`config.mk`:
```
export PLATFORM = sky130hd
export DESIGN_NAME = occr_top
export DESIGN_NICKNAME = d
export VERILOG_FILES = /design/src/occr_pkg.sv /design/src/occr_top.sv
export SDC_FILE = /design/constraint.sdc
export NUM_CORES = 1
export LEC_CHECK = 0
export BUFFER_PORTS_ARGS = -buffer_cell sky130_fd_sc_hd__buf_4
export CORE_UTILIZATION = 32
export DETAILED_ROUTE_END_ITERATION = 16
export GPL_ROUTABILITY_DRIVEN = 0
export PLACE_DENSITY = 0.51
export SLEW_MARGIN = 20
export SYNTH_ARGS = -nofsm -noshare
export SYNTH_HDL_FRONTEND = slang
export SYNTH_SLANG_ARGS = --single-unit
```
`constraint.sdc`:
```
create_clock -name CLK_I -period 3.8 [get_ports CLK_I]
set_input_delay 0 -clock CLK_I [delete_from_list [all_inputs] [get_ports CLK_I]]
set_output_delay 0 -clock CLK_I [all_outputs]
set_load 0.02 [all_outputs]
```
`src/occr_pkg.sv`:
```
// Package: register map, fields, resets, timing and carriers
package occr_pkg;
  // Register indices; byte address is four times the index
  localparam logic [5:0] IDX_DELAY = 6'h0E;
  localparam logic [5:0] IDX_OUTCTL = 6'h10;
  localparam logic [5:0] IDX_CONFIG = 6'h11;
  localparam logic [5:0] IDX_CLKSRC = 6'h12;
  localparam logic [5:0] IDX_STATUS = 6'h18;
  localparam logic [5:0] IDX_MASK = 6'h19;
  // Output control fields
  localparam int OC_SEL3 = 5;
  localparam int OC_SEL2 = 4;
  localparam int OC_OD = 3;
  localparam int OC_GATE = 1;
  localparam int OC_LVL = 0;
  // General configuration fields
  localparam int CF_SU = 7;
  localparam int CF_SD = 6;
  localparam int CF_CKPD = 5;
  localparam int CF_EN1PD = 2;
  localparam int CF_TW = 1;
  localparam int CF_SS = 0;
  // Clock source fields
  localparam int CS_PLL = 6;
  localparam int CS_FREQ = 0;
  localparam logic [4:0] FREQ_MAX = 5'h17;
  // Delay fields
  localparam int DL_SD = 4;
  localparam int DL_SU = 0;
  // Reset values before the OTP load
  localparam logic [7:0] RST_OUTCTL = 8'h0A;
  localparam logic [7:0] RST_CONFIG = 8'h3C;
  localparam logic [7:0] RST_CLKSRC = 8'h02;
  localparam logic [7:0] RST_DELAY = 8'h00;
  localparam logic [1:0] RST_MASK = 2'h3;
  // Status bits
  localparam int ST_ARRIVE = 0;
  localparam int ST_LOSS = 1;
  // Timing
  localparam int CLK_FREQ_MHZ = 200;
  localparam int STEP_FINE_US = 500;
  localparam int STEP_COARSE_US = 1000;
  localparam int FINE_CYC = STEP_FINE_US * CLK_FREQ_MHZ;
  localparam int COARSE_CYC = STEP_COARSE_US * CLK_FREQ_MHZ;
  // OTP default image
  typedef struct packed {
    logic [7:0] outctl;
    logic [7:0] config_b;
    logic [7:0] clksrc;
    logic [7:0] delay;
  } occr_otp_t;
  // Analog and clocking controls
  typedef struct packed {
    logic       ss_on;
    logic       therm_hi;
    logic       clk_pd;
    logic [2:0] en_pd;
    logic       pll_on;
    logic       use_ext;
    logic [4:0] freq;
    logic       freq_ok;
    logic       second_gpo;
    logic       external_clock_input_func;
  } occr_ctl_t;
endpackage

```
`src/occr_top.sv`:
```
// Output clock configuration register bank with Avalon-MM slave
//
// Design decision made here: the Avalon-MM slave port.
`timescale 1ns/1ps
module occr_top
#(
  parameter int FINE_CYCLES   = occr_pkg::FINE_CYC,
  parameter int COARSE_CYCLES = occr_pkg::COARSE_CYC
)
(
  // Clock and reset
  input  wire logic               CLK_I,
  input  wire logic               RSTN_I,
  // Avalon-MM slave
  input  wire logic [7:0]         ADDRESS_I,
  input  wire logic               READ_I,
  input  wire logic               WRITE_I,
  input  wire logic [3:0]         BYTEENABLE_I,
  input  wire logic [31:0]        WRITEDATA_I,
  output logic      [31:0]        READDATA_O,
  output logic                    WAITREQUEST_O,
  // OTP defaults
  input  wire occr_pkg::occr_otp_t OTP_I,
  // Pins and detector
  input  wire logic [2:0]         EN_PINS_I,
  input  wire logic               EXT_CLK_OK_I,
  // Third output pin
  output logic                    THIRD_OUT_O,
  output logic                    THIRD_OE_O,
  // Controls and interrupt
  output occr_pkg::occr_ctl_t     CTL_O,
  output logic                    IRQ_O
);
  import occr_pkg::*;

  localparam int SW = 18;

  typedef enum logic [2:0] {
    ST_LOAD = 3'b001,
    ST_IDLE = 3'b010,
    ST_ACK  = 3'b100
  } occr_state_t;

  typedef struct packed {
    occr_state_t st;
    logic [7:0]  outctl;
    logic [7:0]  cfg;
    logic [7:0]  clksrc;
    logic [7:0]  dly;
    logic [1:0]  sts;
    logic [1:0]  msk;
    logic        wait_r;
    logic [31:0] rdata;
    logic [2:0]  en_s1;
    logic [2:0]  en_s2;
    logic        ck_s1;
    logic        ck_s2;
    logic        ck_prev;
    logic        dly_out;
    logic [SW-1:0] tick;
    logic [3:0]  steps;
    logic        pin_out;
    logic        pin_oe;
    occr_ctl_t   ctl;
    logic        irq;
  } occr_regs_t;

  occr_regs_t r_reg;
  occr_regs_t r_next;

  // Enable-pin gating of the level bit
  function automatic logic occr_gate(
    input logic [1:0] code,
    input logic [2:0] en
  );
    logic g;
    g = 1'b1;
    unique case (code)
      2'h0: g = 1'b1;
      2'h1: g = en[0];
      2'h2: g = en[1];
      2'h3: g = en[2];
    endcase
    return g;
  endfunction

  // Last tick of a step (length in cycles minus one) for a range select bit
  function automatic logic [SW-1:0] occr_step(input logic coarse);
    logic [SW-1:0] s;
    s = coarse ? SW'(COARSE_CYCLES - 1) : SW'(FINE_CYCLES - 1);
    return s;
  endfunction

  // Read mux over the mapped words; unmapped reads give zero
  function automatic logic [7:0] occr_rd(
    input logic [5:0] idx,
    input occr_regs_t r
  );
    logic [7:0] d;
    d = 8'h00;
    if (idx == IDX_OUTCTL)
    begin
      d = r.outctl;
    end
    else if (idx == IDX_CONFIG)
    begin
      d = r.cfg;
    end
    else if (idx == IDX_CLKSRC)
    begin
      d = r.clksrc;
    end
    else if (idx == IDX_DELAY)
    begin
      d = r.dly;
    end
    else if (idx == IDX_STATUS)
    begin
      d = {6'h00, r.sts};
    end
    else if (idx == IDX_MASK)
    begin
      d = {6'h00, r.msk};
    end
    return d;
  endfunction

  // Next-state logic for bus, events, delay and pins
  always_comb
  begin
    logic [5:0]    idx;
    logic          ctrl;
    logic          rising;
    logic [3:0]    code;
    logic [SW-1:0] last;
    logic          pll_on;
    idx = ADDRESS_I[7:2];
    ctrl = 1'b0;
    rising = 1'b0;
    code = 4'h0;
    last = '0;
    pll_on = 1'b0;
    r_next = r_reg;

    // Two-stage synchronisers; stage one feeds stage two only
    r_next.en_s1 = EN_PINS_I;
    r_next.en_s2 = r_reg.en_s1;
    r_next.ck_s1 = EXT_CLK_OK_I;
    r_next.ck_s2 = r_reg.ck_s1;
    r_next.ck_prev = r_reg.ck_s2;

    // Bus state machine; one wait cycle per access
    unique case (r_reg.st)
      ST_LOAD:
      begin
        // Defaults loaded once after reset release
        r_next.outctl = OTP_I.outctl;
        r_next.cfg = OTP_I.config_b;
        r_next.clksrc = OTP_I.clksrc;
        r_next.dly = OTP_I.delay;
        r_next.st = ST_IDLE;
      end
      ST_IDLE:
      begin
        if (READ_I || WRITE_I)
        begin
          r_next.st = ST_ACK;
          r_next.wait_r = 1'b0;
          if (READ_I)
          begin
            r_next.rdata = {24'h000000, occr_rd(idx, r_reg)};
          end
        end
      end
      ST_ACK:
      begin
        r_next.st = ST_IDLE;
        r_next.wait_r = 1'b1;
        if (WRITE_I && BYTEENABLE_I[0])
        begin
          if (idx == IDX_OUTCTL)
          begin
            r_next.outctl = WRITEDATA_I[7:0];
          end
          if (idx == IDX_CONFIG)
          begin
            r_next.cfg = WRITEDATA_I[7:0];
          end
          if (idx == IDX_CLKSRC)
          begin
            r_next.clksrc = WRITEDATA_I[7:0];
          end
          if (idx == IDX_DELAY)
          begin
            r_next.dly = WRITEDATA_I[7:0];
          end
          if (idx == IDX_MASK)
          begin
            r_next.msk = WRITEDATA_I[1:0];
          end
        end
        // Read clears only the bits it returned, so an event
        // that lands while the read is pending is not lost
        if (READ_I && idx == IDX_STATUS)
        begin
          r_next.sts = r_reg.sts & ~r_reg.rdata[1:0];
        end
      end
    endcase

    // Clock arrival and loss events, only while the PLL runs
    pll_on = r_reg.clksrc[CS_PLL];
    if (pll_on && r_reg.ck_s2 && !r_reg.ck_prev)
    begin
      r_next.sts[ST_ARRIVE] = 1'b1;
    end
    if (pll_on && !r_reg.ck_s2 && r_reg.ck_prev)
    begin
      r_next.sts[ST_LOSS] = 1'b1;
    end
    r_next.irq = |(r_next.sts & r_next.msk);

    // Gated control signal of the third output
    ctrl = r_reg.outctl[OC_LVL] &
           occr_gate(r_reg.outctl[OC_GATE +: 2], r_reg.en_s2);

    // Rise uses startup range, fall uses shutdown range
    rising = ctrl;
    code = rising ? r_reg.dly[DL_SU +: 4]
                  : r_reg.dly[DL_SD +: 4];
    last = rising ? occr_step(r_reg.cfg[CF_SU])
                  : occr_step(r_reg.cfg[CF_SD]);

    // A change back before expiry restarts the count
    if (ctrl == r_reg.dly_out)
    begin
      r_next.tick = '0;
      r_next.steps = 4'h0;
    end
    else if (r_reg.steps == code)
    begin
      r_next.dly_out = ctrl;
      r_next.tick = '0;
      r_next.steps = 4'h0;
    end
    else if (r_reg.tick == last)
    begin
      r_next.tick = '0;
      r_next.steps = r_reg.steps + 4'h1;
    end
    else
    begin
      r_next.tick = r_reg.tick + SW'(1);
    end

    // Pin drive only while the shared pin is an output
    if (r_reg.outctl[OC_SEL3])
    begin
      if (r_reg.outctl[OC_OD])
      begin
        // Open drain: drive low only, release for high
        r_next.pin_out = 1'b0;
        r_next.pin_oe = ~r_reg.dly_out;
      end
      else
      begin
        r_next.pin_out = r_reg.dly_out;
        r_next.pin_oe = 1'b1;
      end
    end
    else
    begin
      r_next.pin_out = 1'b0;
      r_next.pin_oe = 1'b0;
    end

    // Analog and clocking controls
    r_next.ctl.ss_on = r_reg.cfg[CF_SS];
    r_next.ctl.therm_hi = r_reg.cfg[CF_TW];
    r_next.ctl.clk_pd = r_reg.cfg[CF_CKPD];
    r_next.ctl.en_pd = r_reg.cfg[CF_EN1PD +: 3];
    r_next.ctl.pll_on = pll_on;
    // External clock only with PLL on and a clock present
    r_next.ctl.use_ext = pll_on & r_reg.ck_s2;
    r_next.ctl.freq = r_reg.clksrc[CS_FREQ +: 5];
    // Reserved codes are flagged, not corrected
    r_next.ctl.freq_ok =
      (r_reg.clksrc[CS_FREQ +: 5] <= FREQ_MAX);
    r_next.ctl.second_gpo = r_reg.outctl[OC_SEL2];
    r_next.ctl.external_clock_input_func = ~r_reg.outctl[OC_SEL3];
  end

  // State register; constants only under reset
  always_ff @(posedge CLK_I or negedge RSTN_I)
  begin
    if (!RSTN_I)
    begin
      r_reg <= '0;
      r_reg.st <= ST_LOAD;
      r_reg.outctl <= RST_OUTCTL;
      r_reg.cfg <= RST_CONFIG;
      r_reg.clksrc <= RST_CLKSRC;
      r_reg.dly <= RST_DELAY;
      r_reg.msk <= RST_MASK;
      r_reg.wait_r <= 1'b1;
    end
    else
    begin
      r_reg <= r_next;
    end
  end

  // Outputs straight from the state register
  assign READDATA_O = r_reg.rdata;
  assign WAITREQUEST_O = r_reg.wait_r;
  assign THIRD_OUT_O = r_reg.pin_out;
  assign THIRD_OE_O = r_reg.pin_oe;
  assign CTL_O = r_reg.ctl;
  assign IRQ_O = r_reg.irq;
endmodule

```
# [Word-level counts from Yosys, hierarchy flattened]
# Cells that the tools add are included.
[word_totals] reg_bits=99 in_bits=84 out_inout_bits=52 wordCells=118
[op_classes] n_addsub=2 n_lt_le_gt_ge=1 eq_ne=21 n_mux=34 n_bitwise=8 n_reduce_logical=22
[ops] cell="2-to-1 mux 8 bit" count=10
[ops] cell="2-to-1 mux 18 bit" count=4
[ops] cell="case mux 32 bit (2 select lines)" count=1
[ops] cell="2-to-1 mux 22 bit" count=2
[ops] cell="2-to-1 mux 33 bit" count=1
[ops] cell="2-to-1 mux 32 bit" count=1
[ops] cell="equality test 6 x 5 -> 1 bit (second input constant)" count=5
[ops] cell="adder 18 x 1 -> 18 bit (second input constant)" count=1
[ops] cell="equality test 18 bit" count=1
[ops] cell="AND reduction 3 bit" count=5
[ops] cell="2-to-1 mux 2 bit" count=6
[ops] cell="2-to-1 mux 4 bit" count=3
[ops] cell="!= test 2 bit (second input constant)" count=6
[ops] cell="equality test 6 x 4 -> 1 bit (second input constant)" count=1
[ops] cell="logical AND 1 bit" count=6
[ops] cell="case mux 3 bit (2 select lines)" count=1
[ops] cell="<= comparator 5 bit (second input constant)" count=1
[ops] cell="adder 4 x 1 -> 4 bit (second input constant)" count=1
[ops] cell="bitwise AND 2 bit" count=2
[ops] cell="equality test 2 bit (second input constant)" count=2
[ops] cell="equality test 4 bit" count=1
[ops] cell="case mux 1 bit (4 select lines)" count=1
[ops] cell="AND reduction 2 bit" count=2
[ops] cell="nonzero test 2 bit" count=2
[ops] cell="other kinds (16)" count=22

# [Depth between registers and ports, before layout]
[logic_depth] word_depth=10 mapped_depth=7 ltp_nobuf=7

# [Least setup slack after synthesis]
# OpenSTA, ideal clock, no wires.
[synth_timing] path_kind="register to register" startpoint="reg r_reg[113] (netlist bit)" endpoint="reg r_reg[22] (netlist bit)" setup_ns=0.077 arrival_ns=2.039 required_time_ns=3.723 setup_slack_ns=1.683 stages_incl_launch_ff=7 path_buffers=0 period_less_slack_ns=2.117 cell_sequence="dfstp_2 mux2i_1 a211oi_4 mux2i_1 mux2i_1 or3_1 a21oi_1"
[synth_between] elab_chain_len=7 word_cells_on_any_way=14 cone_classes="eq/ne (6); mux (5); bitwise (1); reduce/logical (2)"
[synth_rtl] element="start: declaration" line="occr_top.sv:68" rtl="occr_regs_t r_reg;"
[synth_rtl] element="start signal: assignment" line="occr_top.sv:309" rtl="r_reg <= r_next;"
[synth_rtl] element="equality test 2 bit, or another cell as far along" line="occr_top.sv:78" rtl="unique case (code)"
[synth_rtl] element="case mux 1 bit (4 select lines) (*)" line="occr_top.sv:78"
[synth_rtl] element="bitwise AND 1 bit (*)" line="occr_top.sv:224" rtl="ctrl = r_reg.outctl[OC_LVL] &"
[synth_rtl] element="2-to-1 mux 4 bit" line="occr_top.sv:229" rtl="code = rising ? r_reg.dly[DL_SU +: 4]"
[synth_rtl] element="equality test 4 bit" line="occr_top.sv:240" rtl="else if (r_reg.steps == code)"
[synth_rtl] element="2-to-1 mux 22 bit" line="occr_top.sv:240"
[synth_rtl] element="2-to-1 mux 22 bit" line="occr_top.sv:235" rtl="if (ctrl == r_reg.dly_out)"
# Every way passes the cells marked *; elsewhere a longest branch is shown, timed or not.
# A chain may end at the register's enable or synchronous reset.

# [Worst setup path in the final report]
[layout_timing] startpoint="reg r_reg[113] (netlist bit)" endpoint="reg r_reg[21] (netlist bit)"
# Same word-level chain as after synthesis.

==> out/qor.yml <==
setup_path:
  crit_chain: "mux2i_1 -> a211oi_4 -> mux2i_1 -> mux2i_1 -> or3_1 -> a21oi_1"
  cp_data_required_time_ps: 4020
  rrSetupSlack_ps: 1350
  cp-startpoint: "r_reg[113]$_DFFE_PN1P_"
  worstRegToRegCells: 6
  crit_buf_inv: 0
  cp.depth: 6
  path_class: "reg2reg"
  crit_fanout: 7
  cp_top_family: "multiplexers"
  cp_common_cell: "mux2i_1"
  r2r-start: "r_reg[113]$_DFFE_PN1P_"
  crit_end: "r_reg[21]$_DFFE_PN0P_"
  r2r_end: "r_reg[21]$_DFFE_PN0P_"
  endpoint_kind: "flop"
  crit_slowest_cell: "dfstp_2"
  crit_path_start_kind: "flop"
  max_stage_delay_ps: 570
  arrival_ps: 2670
timing:
  worstMarginPinSlew_ps: 1010
  finalCritPeriodShare_pct: 64.6
  finalHoldViolations: 0
  max_freq_mhz: 407
  grt_setup_unrepaired: "no"
  setup_viol: 0
  timing.hold.ws_ps: 8.25
  finalClockSkew_ps: 9.65
  maxSlewHeadroom_pct: 33.0
  tns_ps: 0
  final.min_clock_period_ps: 2450
  drv_slew: 0
floorplanning:
  coreArea_mm2: 0.0145
  die_area_mm2: 0.0154
  fp-row-count: 44
  die_h_um: 124
  fp.dieW_um: 124
  io_pins: 136
  start_util_pct: 32.8
logic_synthesis:
  yosysSeqAreaShare_pct: 52.3
  synthCells: 458
  ys_types: 55
  yosys_warnings: 0
  synthArstFlopShare_pct: 100
  synth.largest_area_cell: "dfrtp_1"
  synth-edff-count: 0
  synth-main-ff-cell: "dfrtp_1"
  synth-seq-cells: 99
  ys_top_cells_by_area: "dfrtp_1 (46%), buf_4 (7.7%), dfstp_2 (6.1%), a21oi_1 (5.1%), nand2_1 (2.9%)"
  synth.avg_cell_area_um2: 10.4
  netlist_area_mm2: 0.00476
  synth.top_cell.area_share_pct: 46.2
clock_network:
  cts_tree: "built"
  clkTransAtPathRegs_ps: 70
  cts.sinks: 99
  h-tree-depth: 3
  cts_resized: 0
  clockBufferDepth: 2
  tritoncts.num_buffers: 9
  clock_latency_ps: 350
  clock-root-buffer: "clkbuf_16"
final_layout:
  fill_cells: 1400
  final_cell_area_mm2: 0.00607
  syn_to_final_growth_pct: 27.4
  final_nets: 641
  final_util_pct: 41.8
  drive_above_1_share_pct: 25.0
  n_antenna_cell: 0
  largest_register_ffs: 53
global_route:
  grt_max_degree: 63
  grt_usage_pct: 15.3
  grt_use_met2_pct: 25.0
  grt_pass1_wl_mm: 17.5
  antenna_found_initial: 0
  busiest_layer: "met2"
  grt_use_met1_pct: 19.4
  use_met3_pct: 3.39
  overflow: 0
  grt_pass1_vias: 3460
power:
  pwr-share-clk_pct: 28.7
  power_density_mw_per_mm2: 652
  ir_drop_mv: 0.234
  p_total_w: 0.00395
  p_sw_share_pct: 34.6
  power.leakage_nw: 2.73
  comb_power_share_pct: 30.7
  p_switching_w: 0.00137
  internal_power_w: 0.00258
  seqPwrFrac_pct: 40.6
worst_hold_path:
  min_path_type: "in2reg"
  hold_depth: 4
placed_design:
  dp_hpwl_mm: 7.77
  portBuffers: 82
  place_area_mm2: 0.00530
routing:
  wire_per_inst_um: 15.2
  ant_nets: 0
  drc: 0
  routed_via_density: 4.80
  drt-total-wl_mm: 11.3
  detail_route.iter0.violations: 262
  dr.pass1.iters: 6
  vias: 3570
outcome:
  outcome: "finished clean"
run:
  maxCapViolCount: 0
-- placed cells by master (no fill, tap or decap), drive strengths merged, types with 3 or more instances in the layout --
cell type / n
dfrtp: 88
buf: 86
a21oi: 49
dlygate4sd3: 39
nand2: 37
o21ai: 28
nor2: 26
conb: 25
nor3: 15
inv: 13
nand3: 12
dfstp: 11
mux2i: 11
xnor2: 11
and2: 10
clkbuf: 9
a211oi: 9
xor2: 8
a221oi: 6
a21o: 6
nand4: 5
and3: 5
bufinv: 4
mux2: 4
nor3b: 4
nand2b: 3
nor4: 3
-- metal layers --
layer | vias to the layer above | routed length (um)
met2 | 82 | 5600
met5 | - | 0
met1 | 1741 | 5080
li1 | 1734 | -
met4 | 0 | 212
met3 | 13 | 445
-- worst min-delay path: stages --
cell and delay (ps):
buf_4 80, nor2_1 40, nand3_1 60, o21ai_0 100
-- power by group through the flow --
stage / logic (W) / clock network, W / registers (W)
finish: 0.00121 / 0.00113 / 0.00161
CTS: 0.00123 / 0.00116 / 0.00161
detailed placement: 0.00120 / 0 / 0.00163
floorplan: 0.000942 / 0 / 0.00157
global route: 0.00134 / 0.00121 / 0.00165
global placement: 0.00117 / 0 / 0.00162
-- worst min-delay path by stage --
stage / start / endpoint / slack (ps)
after floorplan: RSTN_I / CTL_O[0]$_DFF_PN0_ / -300
after global placement: EXT_CLK_OK_I / r_next[43]$_DFF_PN0_ / 110
after detailed placement: EN_PINS_I[2] / r_next[47]$_DFF_PN0_ / 110
after CTS: WRITE_I / r_reg[121]$_DFFE_PN0P_ / 0.2
after global routing: WRITE_I / WAITREQUEST_O$_DFFE_PN1P_ / 50
final: WRITE_I / r_reg[121]$_DFFE_PN0P_ / 8
-- what timing repair did --
action                    CTS  global route
buffers inserted            0             0
hold buffers               39             0
hold endpoints to repair   90             0
-- synth_stat cells, drive strengths merged (5+ instances only) --
master	number
a211oi	9
a21o	6
a21oi	49
a221oi	6
and2	10
and3	5
buf	54
clkbuf	9
dfrtp	88
dfstp	11
inv	12
mux2i	11
nand2	37
nand3	12
nand4	5
nor2	26
nor3	15
o21ai	28
xnor2	11
xor2	8
-- cell type report --
class | count | area [um2] | area share (%)
Tap cell | 184 | 230 | 3.79
Inverter | 12 | 45.0 | 0.742
Clock inverter | 7 | 149 | 2.45
Sequential cell | 99 | 2490 | 41.0
Clock buffer | 9 | 225 | 3.71
Multi-Input combinational cell | 308 | 1890 | 31.2
Timing Repair Buffer | 125 | 1040 | 17.1
-- cells by family after synthesis --
family,after synthesis,synth area share (%)
adder cells (fa/ha/maj),2,0.525
AND/OR/NAND/NOR,131,15.1
flip-flops,99,52.3
buffers and inverters,75,10.0
XOR/XNOR,19,3.49
other,1,0.0787
multiplexers,15,3.34
AO/OA/AOI/OAI,116,15.1
-- through the flow --
| step | worst slack [ps] | instances |
|---|---|---|
| 2_1_floorplan | 1680 | 482 |
| 5_1_grt | 1210 | 744 |
| 4_1_cts | 1310 | 744 |
| 6_report | 1350 | 744 |
| 3_3_place_gp | 1400 | 689 |
| 3_5_place_dp | 1330 | 689 |
(Power assumes the default switching activity.)
